--- src/vcb_pkg.sv ---
// Constants shared by the vertical count-down and blanking block.
`default_nettype none
package vcb_pkg;
  // Register byte offsets on the Avalon-MM slave.
  localparam logic [3:0] REG_CTRL   = 4'h0;
  localparam logic [3:0] REG_ZOOM   = 4'h4;
  localparam logic [3:0] REG_STATUS = 4'h8;
  // Control register bit positions.
  localparam int CTRL_FORCE_SEARCH = 0;
  localparam int CTRL_OVERSCAN     = 1;
  localparam int CTRL_HBLANK       = 2;
  localparam int CTRL_FORCE_BLANK  = 3;
  // Status register field positions.
  localparam int ST_UNSETTLED = 0;
  localparam int ST_MODE_LSB  = 1;
  localparam int ST_SIXTY     = 3;
  localparam int ST_LEN_LSB   = 8;
  // Reset values.
  localparam logic [3:0] CTRL_RESET = 4'h0;
  localparam logic [5:0] ZOOM_RESET = 6'h19;
  // Zoom code at which scan reaches 1.06 of nominal.
  localparam logic [5:0] ZOOM_LIMIT_CODE = 6'h1b;
  // Half-line counts: every line is two half-line ticks.
  localparam int CW = 11;
  localparam logic [CW-1:0] SEARCH_LO     = 11'h1e8; // 244 lines
  localparam logic [CW-1:0] SEARCH_LO_RGB = 11'h1b2; // 217 lines, 72 Hz
  localparam logic [CW-1:0] SEARCH_HI     = 11'h2d2; // 361 lines
  localparam logic [CW-1:0] STD50_LO      = 11'h26e; // 311 lines
  localparam logic [CW-1:0] STD50_HI      = 11'h274; // 314 lines
  localparam logic [CW-1:0] STD60_LO      = 11'h20a; // 261 lines
  localparam logic [CW-1:0] STD60_HI      = 11'h210; // 264 lines
  localparam logic [CW-1:0] NORM50        = 11'h271; // 625 half lines
  localparam logic [CW-1:0] NORM60        = 11'h20d; // 525 half lines
  localparam logic [CW-1:0] SPLIT_60      = 11'h240; // 288 lines
  localparam logic [CW-1:0] VBLANK50      = 11'h036; // 27 lines
  localparam logic [CW-1:0] VBLANK60      = 11'h02c; // 22 lines
  localparam logic [CW-1:0] OVERSCAN_MEASURE_ENABLE_EXTRA    = 11'h008; // 4 lines
  localparam logic [CW-1:0] SAND50        = 11'h01c; // 14 lines
  localparam logic [CW-1:0] SAND60        = 11'h013; // 9.5 lines
  localparam logic [CW-1:0] NORM_SLACK    = 11'h004; // 2 lines after a norm reset
  // Pulse counts for mode changes.
  localparam logic [4:0] LOCK_COUNT   = 5'h10;
  localparam logic [4:0] NORM_COUNT   = 5'h0f;
  localparam logic [2:0] MISS_NARROW  = 3'h6;
  localparam logic [2:0] MISS_SHORT   = 3'h3;
  typedef enum logic [1:0] {VCB_SEARCH, VCB_NARROW, VCB_NORM} vcb_mode_e;
endpackage
`default_nettype wire

--- src/vcb_vertical_countdown.sv ---
// Vertical count-down divider with blanking, sandcastle and register slave.
`timescale 1ns/1ps
`default_nettype none
// Functional notes
// - Search window when unlocked or nonstandard length.
// - Search accepts sync lines 244 to 361.
// - Over fifteen narrow-window syncs enter narrow mode.
// - Missing sync retraces at window end.
// - Six empty periods return to search, three after a fall back from norm.
// - Fifteen norm syncs select 625/525 ratio.
// - Norm mode resets at standard count always.
// - Three misses step norm down to narrow.
// - Force-search bit holds search mode.
// - RGB insertion widens range to 72 Hz.
// - RGB vertical blank 27 or 22 lines.
// - Sandcastle vertical part 14 or 9.5 lines.
// - Horizontal drive off during whole flyback.
// - Overscan bit lengthens vertical blanking.
// - Zoom at 1.06 limits current, blanks RGB.
// - Extra blank from oscillator, not flyback.
// - Blank RGB until black loop stable.
// - Clear unsettled flag; software may force blank.
module vcb_vertical_countdown (
  // Clock and reset
  input  wire logic        clk,
  input  wire logic        sys_rst,
  // Avalon-MM slave
  input  wire logic [3:0]  avs_address,
  input  wire logic        avs_read,
  input  wire logic        avs_write,
  input  wire logic [31:0] avs_writedata,
  input  wire logic [3:0]  avs_byteenable,
  output logic      [31:0] avs_readdata,
  output logic             avs_waitrequest,
  // Timing inputs
  input  wire logic        half_line_tick,
  input  wire logic        vsync_pulse,
  input  wire logic        flyback,
  input  wire logic        hdrive_request,
  input  wire logic        hblank_window,
  input  wire logic        rgb_insert,
  input  wire logic        black_loop_stable,
  // Outputs
  output logic             vramp_start,
  output logic             vblank,
  output logic             sandcastle_v,
  output logic             hdrive,
  output logic             rgb_blank,
  output logic             zoom_current_limit,
  output logic      [1:0]  divider_mode
);
  localparam int CW = vcb_pkg::CW;

  logic [3:0]    ctrl_q;
  logic [5:0]    zoom_q;
  logic          unsettled_q;
  logic [CW-1:0] cnt_q;
  logic [CW-1:0] len_q;
  logic          sixty_q;
  logic [4:0]    good_q;
  logic [4:0]    norm_q;
  logic [2:0]    miss_q;
  logic          fallback_q;
  logic          seen_q;
  vcb_pkg::vcb_mode_e mode_q;
  logic          wr_ok;
  logic          force_search;

  assign force_search = ctrl_q[vcb_pkg::CTRL_FORCE_SEARCH];
  assign wr_ok        = avs_write && !avs_waitrequest;

  // Bus slave: one wait cycle, then the answer stands for one cycle.
  always_ff @(posedge clk or posedge sys_rst) begin
    if (sys_rst) begin
      avs_waitrequest <= 1'b1;
    end else if ((avs_read || avs_write) && avs_waitrequest) begin
      avs_waitrequest <= 1'b0;
    end else begin
      avs_waitrequest <= 1'b1;
    end
  end

  always_ff @(posedge clk or posedge sys_rst) begin
    if (sys_rst) begin
      avs_readdata <= 32'h0000_0000;
    end else if (avs_read && avs_waitrequest) begin
      case (avs_address)
        vcb_pkg::REG_CTRL:   avs_readdata <= {28'h000_0000, ctrl_q};
        vcb_pkg::REG_ZOOM:   avs_readdata <= {26'h000_0000, zoom_q};
        vcb_pkg::REG_STATUS: avs_readdata <= {13'h0000, len_q, 4'h0, sixty_q, mode_q, unsettled_q};
        default:             avs_readdata <= 32'h0000_0000;
      endcase
    end
  end

  always_ff @(posedge clk or posedge sys_rst) begin
    if (sys_rst) begin
      ctrl_q <= vcb_pkg::CTRL_RESET;
      zoom_q <= vcb_pkg::ZOOM_RESET;
    end else if (wr_ok && avs_byteenable[0]) begin
      if (avs_address == vcb_pkg::REG_CTRL) begin
        ctrl_q <= avs_writedata[3:0];
      end
      if (avs_address == vcb_pkg::REG_ZOOM) begin
        zoom_q <= avs_writedata[5:0];
      end
    end
  end

  always_ff @(posedge clk or posedge sys_rst) begin
    if (sys_rst) begin
      unsettled_q <= 1'b1;
    end else if (black_loop_stable) begin
      unsettled_q <= 1'b0;
    end
  end

  // Window limits chosen from the detected field standard; the search floor from rgb_insert.
  logic [CW-1:0] search_lo;
  logic [CW-1:0] std_lo;
  logic [CW-1:0] std_hi;
  logic [CW-1:0] norm_len;
  logic [CW-1:0] vblank_len;
  logic [CW-1:0] sand_len;
  logic          in_search;
  logic          in_std;
  logic          at_norm;
  logic          sync_search;
  logic          sync_std;
  logic          field_end;

  always_comb begin
    std_lo     = sixty_q ? vcb_pkg::STD60_LO : vcb_pkg::STD50_LO;
    std_hi     = sixty_q ? vcb_pkg::STD60_HI : vcb_pkg::STD50_HI;
    norm_len   = sixty_q ? vcb_pkg::NORM60 : vcb_pkg::NORM50;
    vblank_len = sixty_q ? vcb_pkg::VBLANK60 : vcb_pkg::VBLANK50;
    if (ctrl_q[vcb_pkg::CTRL_OVERSCAN]) begin
      vblank_len = vblank_len + vcb_pkg::OVERSCAN_MEASURE_ENABLE_EXTRA;
    end
    sand_len   = sixty_q ? vcb_pkg::SAND60 : vcb_pkg::SAND50;
    search_lo  = rgb_insert ? vcb_pkg::SEARCH_LO_RGB : vcb_pkg::SEARCH_LO;
  end

  assign in_search   = (cnt_q >= search_lo) && (cnt_q <= vcb_pkg::SEARCH_HI);
  assign in_std      = (cnt_q >= std_lo) && (cnt_q <= std_hi);
  assign at_norm     = (cnt_q == norm_len) || (cnt_q == norm_len - 11'h001);
  assign sync_search = vsync_pulse && in_search;
  assign sync_std    = vsync_pulse && in_std;

  always_comb begin
    case (mode_q)
      vcb_pkg::VCB_SEARCH: begin
        field_end = sync_search || (half_line_tick && cnt_q >= vcb_pkg::SEARCH_HI);
      end
      vcb_pkg::VCB_NARROW: begin
        field_end = sync_std || (half_line_tick && cnt_q >= std_hi);
      end
      vcb_pkg::VCB_NORM: begin
        field_end = half_line_tick && cnt_q >= norm_len - 11'h001;
      end
      default: begin
        field_end = 1'b1;
      end
    endcase
  end

  // Half-line counter since the last retrace.
  always_ff @(posedge clk or posedge sys_rst) begin
    if (sys_rst) begin
      cnt_q <= '0;
    end else if (field_end) begin
      cnt_q <= '0;
    end else if (half_line_tick) begin
      cnt_q <= cnt_q + 11'h001;
    end
  end

  // Measured field length and standard detection.
  always_ff @(posedge clk or posedge sys_rst) begin
    if (sys_rst) begin
      len_q   <= '0;
      sixty_q <= 1'b0;
    end else if (sync_search && mode_q != vcb_pkg::VCB_NORM) begin
      len_q   <= cnt_q;
      sixty_q <= cnt_q < vcb_pkg::SPLIT_60;
    end
  end

  // Sync seen inside the standard window during a norm-mode field.
  always_ff @(posedge clk or posedge sys_rst) begin
    if (sys_rst) begin
      seen_q <= 1'b0;
    end else if (field_end) begin
      seen_q <= 1'b0;
    end else if (sync_std || (vsync_pulse && cnt_q < vcb_pkg::NORM_SLACK)) begin
      // A norm reset lands just before the sync, so an early sync also counts.
      seen_q <= 1'b1;
    end
  end

  // Mode state machine.
  always_ff @(posedge clk or posedge sys_rst) begin
    if (sys_rst) begin
      mode_q     <= vcb_pkg::VCB_SEARCH;
      good_q     <= '0;
      norm_q     <= '0;
      miss_q     <= '0;
      fallback_q <= 1'b0;
    end else if (force_search) begin
      mode_q     <= vcb_pkg::VCB_SEARCH;
      good_q     <= '0;
      norm_q     <= '0;
      miss_q     <= '0;
      fallback_q <= 1'b0;
    end else begin
      case (mode_q)
        vcb_pkg::VCB_SEARCH: begin
          if (sync_std) begin
            if (good_q + 5'h01 >= vcb_pkg::LOCK_COUNT) begin
              mode_q <= vcb_pkg::VCB_NARROW;
              good_q <= '0;
              norm_q <= '0;
              miss_q <= '0;
              fallback_q <= 1'b0;
            end else begin
              good_q <= good_q + 5'h01;
            end
          end else if (field_end) begin
            good_q <= '0;
          end
        end
        vcb_pkg::VCB_NARROW: begin
          if (sync_std) begin
            miss_q <= '0;
            if (at_norm) begin
              if (norm_q + 5'h01 >= vcb_pkg::NORM_COUNT) begin
                mode_q     <= vcb_pkg::VCB_NORM;
                norm_q     <= '0;
                fallback_q <= 1'b0;
              end else begin
                norm_q <= norm_q + 5'h01;
              end
            end else begin
              norm_q <= '0;
            end
          end else if (field_end) begin
            norm_q <= '0;
            if (miss_q + 3'h1 >= (fallback_q ? vcb_pkg::MISS_SHORT : vcb_pkg::MISS_NARROW)) begin
              mode_q     <= vcb_pkg::VCB_SEARCH;
              miss_q     <= '0;
              good_q     <= '0;
              fallback_q <= 1'b0;
            end else begin
              miss_q <= miss_q + 3'h1;
            end
          end
        end
        vcb_pkg::VCB_NORM: begin
          if (field_end) begin
            if (seen_q || sync_std) begin
              miss_q <= '0;
            end else if (miss_q + 3'h1 >= vcb_pkg::MISS_SHORT) begin
              mode_q     <= vcb_pkg::VCB_NARROW;
              miss_q     <= '0;
              fallback_q <= 1'b1;
            end else begin
              miss_q <= miss_q + 3'h1;
            end
          end
        end
        default: begin
          mode_q <= vcb_pkg::VCB_SEARCH;
        end
      endcase
    end
  end

  // Registered outputs.
  always_ff @(posedge clk or posedge sys_rst) begin
    if (sys_rst) begin
      vramp_start        <= 1'b0;
      vblank             <= 1'b1;
      sandcastle_v       <= 1'b1;
      hdrive             <= 1'b0;
      rgb_blank          <= 1'b1;
      zoom_current_limit <= 1'b0;
      divider_mode       <= 2'h0;
    end else begin
      vramp_start  <= field_end;
      vblank       <= cnt_q < vblank_len;
      sandcastle_v <= cnt_q < sand_len;
      hdrive       <= hdrive_request && !flyback;
      zoom_current_limit <= zoom_q >= vcb_pkg::ZOOM_LIMIT_CODE;
      divider_mode <= mode_q;
      rgb_blank <= (cnt_q < vblank_len) || unsettled_q
                   || ctrl_q[vcb_pkg::CTRL_FORCE_BLANK] || (zoom_q >= vcb_pkg::ZOOM_LIMIT_CODE)
                   || (ctrl_q[vcb_pkg::CTRL_HBLANK] && hblank_window);
    end
  end
endmodule
`default_nettype wire

--- config.mk ---
export PLATFORM = sky130hd
export DESIGN_NAME = vcb_vertical_countdown
export DESIGN_NICKNAME = d
export VERILOG_FILES = /design/src/vcb_pkg.sv /design/src/vcb_vertical_countdown.sv
export SDC_FILE = /design/constraint.sdc
export NUM_CORES = 1
export LEC_CHECK = 0
export BUFFER_PORTS_ARGS = -buffer_cell sky130_fd_sc_hd__buf_2
export CORE_MARGIN = 3
export CORE_UTILIZATION = 40
export CTS_CLUSTER_SIZE = 16
export DETAILED_ROUTE_END_ITERATION = 16
export SETUP_SLACK_MARGIN = 0.02
export SYNTH_ARGS = -nofsm -noshare
export SYNTH_HDL_FRONTEND = slang
export SYNTH_SLANG_ARGS = --single-unit
--- constraint.sdc ---
create_clock -name clk -period 3.54 [get_ports clk]
set_input_delay 0.708 -clock clk [delete_from_list [all_inputs] [get_ports clk]]
set_output_delay 0.708 -clock clk [all_outputs]
set_load 0.02 [all_outputs]
==> run summary <==
The slowest stage of the critical path is the sky130_fd_sc_hd__dfrtp_1 cell. The count of input and output buffers is 47. The end-of-flow core utilization came out at 0.478. After routing the design area is 5040 sq um. By startpoint and endpoint, the worst setup path is classified as register to register.

The total die area is approximately 12,000 sq um. The placement-stage cell area came out at 4800 sq um. For this configuration, the core starts out at a cell density of 0.422.

The worst-case reg-to-reg path depth came out at 10. Counting buffers and inverters, the worst setup path is 10 cells deep. The max-cap check violation count is 0. The leading cell type in the layout, fill and taps excluded is sky130_fd_sc_hd__dfrtp_1.

The residual overflow from global routing came out at 0. The number of antenna violations at the first check in global routing came to 0. The startpoint identified for the worst register-to-register timing path is cnt_q[1]. The final number of hold-violating endpoints was 0.

The post-route non-filler standard cell count is around 620. Timing analysis after detailed placement gives a worst setup slack of 612 ps. Compared with the post-synthesis result, the final layout area differs by 13.1%.

The cell count after synthesis came out at around 430. The routed wirelength normalized by instance count came out at approximately 16 um. The wire length reported by the detailed router is between 9000 and 10,000 um. The number of CTS-inserted buffers came out at 9. The biggest area contributor in the post-synthesis netlist is sky130_fd_sc_hd__dfrtp_1. TritonCTS built the clock tree. The fraction of final layout cells sized beyond drive strength 1 is 0.244. The run finished with clean final reports. In this run the core area contains 37 standard-cell rows. The cell area after synthesis is between 4000 and 5000 sq um. The Yosys step of the flow raised 0 warnings. The area of the core came out at about 11,000 sq um.

The cell count of the worst hold path is 2. After synthesis the netlist holds a flip-flop and latch count of 77. The via total after detailed routing is about 3,400. The relative slew slack is 0.279. The count of final setup violators came out at 0.

Dividing the final minimum period by the clock period gives 0.816. The setup TNS is 0 ps. The tree is rooted in a sky130_fd_sc_hd__clkbuf_8. After clock tree synthesis, the clock-pin slew on the worst setup and hold paths is 90 ps.

The maximum operating frequency came out at ~350 MHz. The final routed DRC violation total is 0. The end of the worst register-to-register path is norm_q[3]. The worst-case register-to-register setup slack came out at roughly 650 ps.

STA classifies the critical path endpoint as a register. The die width came out at approximately 110 um. The switching component of the power is 1.02 mW.

In this run the deepest clock path goes through 2 buffers. The clock share of power came out at 0.285. The share of total power dissipated in sequential elements is 0.393. The later pin in the worst-skew pair is clocked with a latency of 360 ps. The detailed placer's ending HPWL came out at just over 7000 um. The number of antenna diodes in the final layout is 0.

The required time of the critical path came out at between 3000 and 4000 ps. The setup slack of the critical path after layout is between 600 and 700 ps. The maximum cell stage delay along the critical path is slightly below 600 ps.

The net count reported at finish is about 560. The first-pass GRT wire length came out at about 17,000 um. The clock tree synthesis step divided the H-tree into 3 levels. The cell count after placement came out at 600.

In this run the worst setup path begins at cnt_q[1]. The portion of the post-synthesis area used by sequential elements came out at 0.435. The pin count of the biggest net entering global routing came out at 58. The number of global-route vias before repair came out at about 3,500. The die boundary height came out at around 110 um. After synthesis, the mean cell area works out to roughly 10 sq um. Data arrives at the worst endpoint at 3160 ps.

The number of different library cells used by synthesis comes to 69. The number of buffer and inverter instances along the worst setup path came out at 1. Gates resized during post-CTS repair numbered 0. After detailed routing, the number of vias per cell comes to ~5.5.

The detailed-routing iteration count for the pre-antenna-repair pass is 4. The fraction of registers with async set/reset came out at 1.00. The startpoint kind of the worst setup timing path is a register. Of the total power, the share spent switching nets is 0.361. The min-delay analysis places its worst path in the category input port to register. Among cell families on the critical path, the largest total delay comes from compound AO/OA/AOI/OAI gates. In this run the worst path has a maximum fanout of 10. The maximum vdd drop is approximately 0.23 mV. For this block, the initial DRC count from the detailed router was ~240.

For this design the static power due to leakage is between 2 and 2.5 nW. The synthesized design contains 0 enable-type register cells. Clock tree synthesis found a total of 77 sinks. The signal on the critical path passes through inv_1, ha_1, nand2b_1, a311o_1, a21oi_1, o22ai_1, o21ai_2, o311ai_4, or2_4, o31ai_4.

Leaving out fill and tap cells, the most frequent cells in the layout are sky130_fd_sc_hd__dfrtp_1, sky130_fd_sc_hd__buf_2, sky130_fd_sc_hd__ha_1. In the global route stage, overall resource usage came out at 0.169. Post-CTS timing repair inserted 0 buffers for setup.

The final number of max-transition violations is 0. The number of nets still failing antenna checks after routing is 0. The worst clock skew on the final layout came out at between 10 and 15 ps. The most frequently used flop master after synthesis is sky130_fd_sc_hd__dfrtp_1.

~90 I/O pins were placed. Hold repair after CTS inserted 0 buffers. Setup repair after global routing left no endpoint under its margin. The power density normalized to cell area came out at approximately 560 nW/um^2. The internal power of the cells is roughly 1.8 mW.

At the end of routability-driven placement, the weighted congestion stood at 0.827. The share of synthesized area in the top cell type comes to 0.387. Subtracting the final worst setup slack from the clock period gives between 2000 and 3000 ps. Yosys attributes the largest share of cell area to sky130_fd_sc_hd__dfrtp_1, sky130_fd_sc_hd__ha_1, sky130_fd_sc_hd__mux2_2.

Of the total power, combinational logic draws 0.321. The transition at the pin with the smallest max-transition slack is 1050 ps. The destination of the critical timing path is norm_q[3].
## how the worst min path moves through the flow
stage | startpoint | to | slack (ps)
after floorplan | mode_q[1] | divider_mode[1] | 440
after global placement | avs_waitrequest | avs_waitrequest | 460
after detailed placement | avs_readdata[5] | avs_readdata[5] | 470
after CTS | black_loop_stable | unsettled_q | 450
after global routing | flyback | hdrive | 460
final | black_loop_stable | unsettled_q | 470
## registers in the layout (all words and copies together), names as in the netlist, 2 cells and up
| name | flops |
|---|---|
| avs_readdata | 17 |
| cnt_q | 11 |
| len_q | 11 |
| zoom_q | 6 |
| good_q | 5 |
| norm_q | 5 |
| ctrl_q | 4 |
| miss_q | 3 |
| divider_mode | 2 |
| mode_q | 2 |
## layer usage
metal  track usage  part of all wire  up-vias
li1              -                 -     1602
met1         0.228              0.46     1671
met2         0.277              0.49       77
met3        0.0293             0.038       13
met4        0.0584             0.012        0
met5             0                 0        -
## power groups by stage
stage	combinational [mW]	clock (mW)	sequential (mW)
after floorplan	0.664	0	1.12
after global placement	0.879	0	1.13
after detailed placement	0.906	0	1.13
after CTS	0.910	0.832	1.12
after global routing	1.03	0.877	1.13
final	0.913	0.811	1.12
## per-stage QoR
stage / power [mW] / hold WS, ps
global route: 3.04 / 464
finish: 2.84 / 470
floorplan: 1.78 / 439
CTS: 2.86 / 452
detailed placement: 2.04 / 472
global placement: 2.01 / 462
## layout make-up
class / count / area [sq um]
Timing Repair Buffer: 57 / 310
Fill cell: 974 / 5510
Sequential cell: 77 / 1940
Clock buffer: 10 / 128
Inverter: 23 / 87.6
Tap cell: 136 / 170
Multi-Input combinational cell: 307 / 2300
Clock inverter: 6 / 111
## cell usage after synthesis (all sizes together), types with 3 or more instances
cell type and number:
a22o 15, o211ai 6, a21o 4, a31o 4, nand2 24, nor4 3, dfrtp 69, a211oi 5
o22ai 3, mux2 19, nor2 29, nor3 6, ha 30, nor2b 9, nand3 12, clkbuf 11
or3 4, a21oi 15, o21ai 20, nand4 6, nand2b 11, inv 23, xnor2 7, buf 22
xor2 5, mux2i 6, dfstp 8, o21bai 5, o31ai 4, or2 3, and3 3, nor4b 3
## cell families (layout without fill, tap and decap cells)
| group | count (synthesis) | count (layout) | synth area share |
|---|---|---|---|
| buffers and inverters | 56 | 96 | 0.0632 |
| xor gates and xnor gates | 12 | 12 | 0.0236 |
| other | 1 | 15 | 0.000841 |
| AOI/OAI and AO/OA | 102 | 102 | 0.181 |
| and+or+nand+nor | 123 | 123 | 0.152 |
| DFF | 77 | 77 | 0.435 |
| muxes | 25 | 25 | 0.0615 |
| adders and majority gates | 30 | 30 | 0.0842 |
No activity file was read; power rests on OpenSTA's default activity.
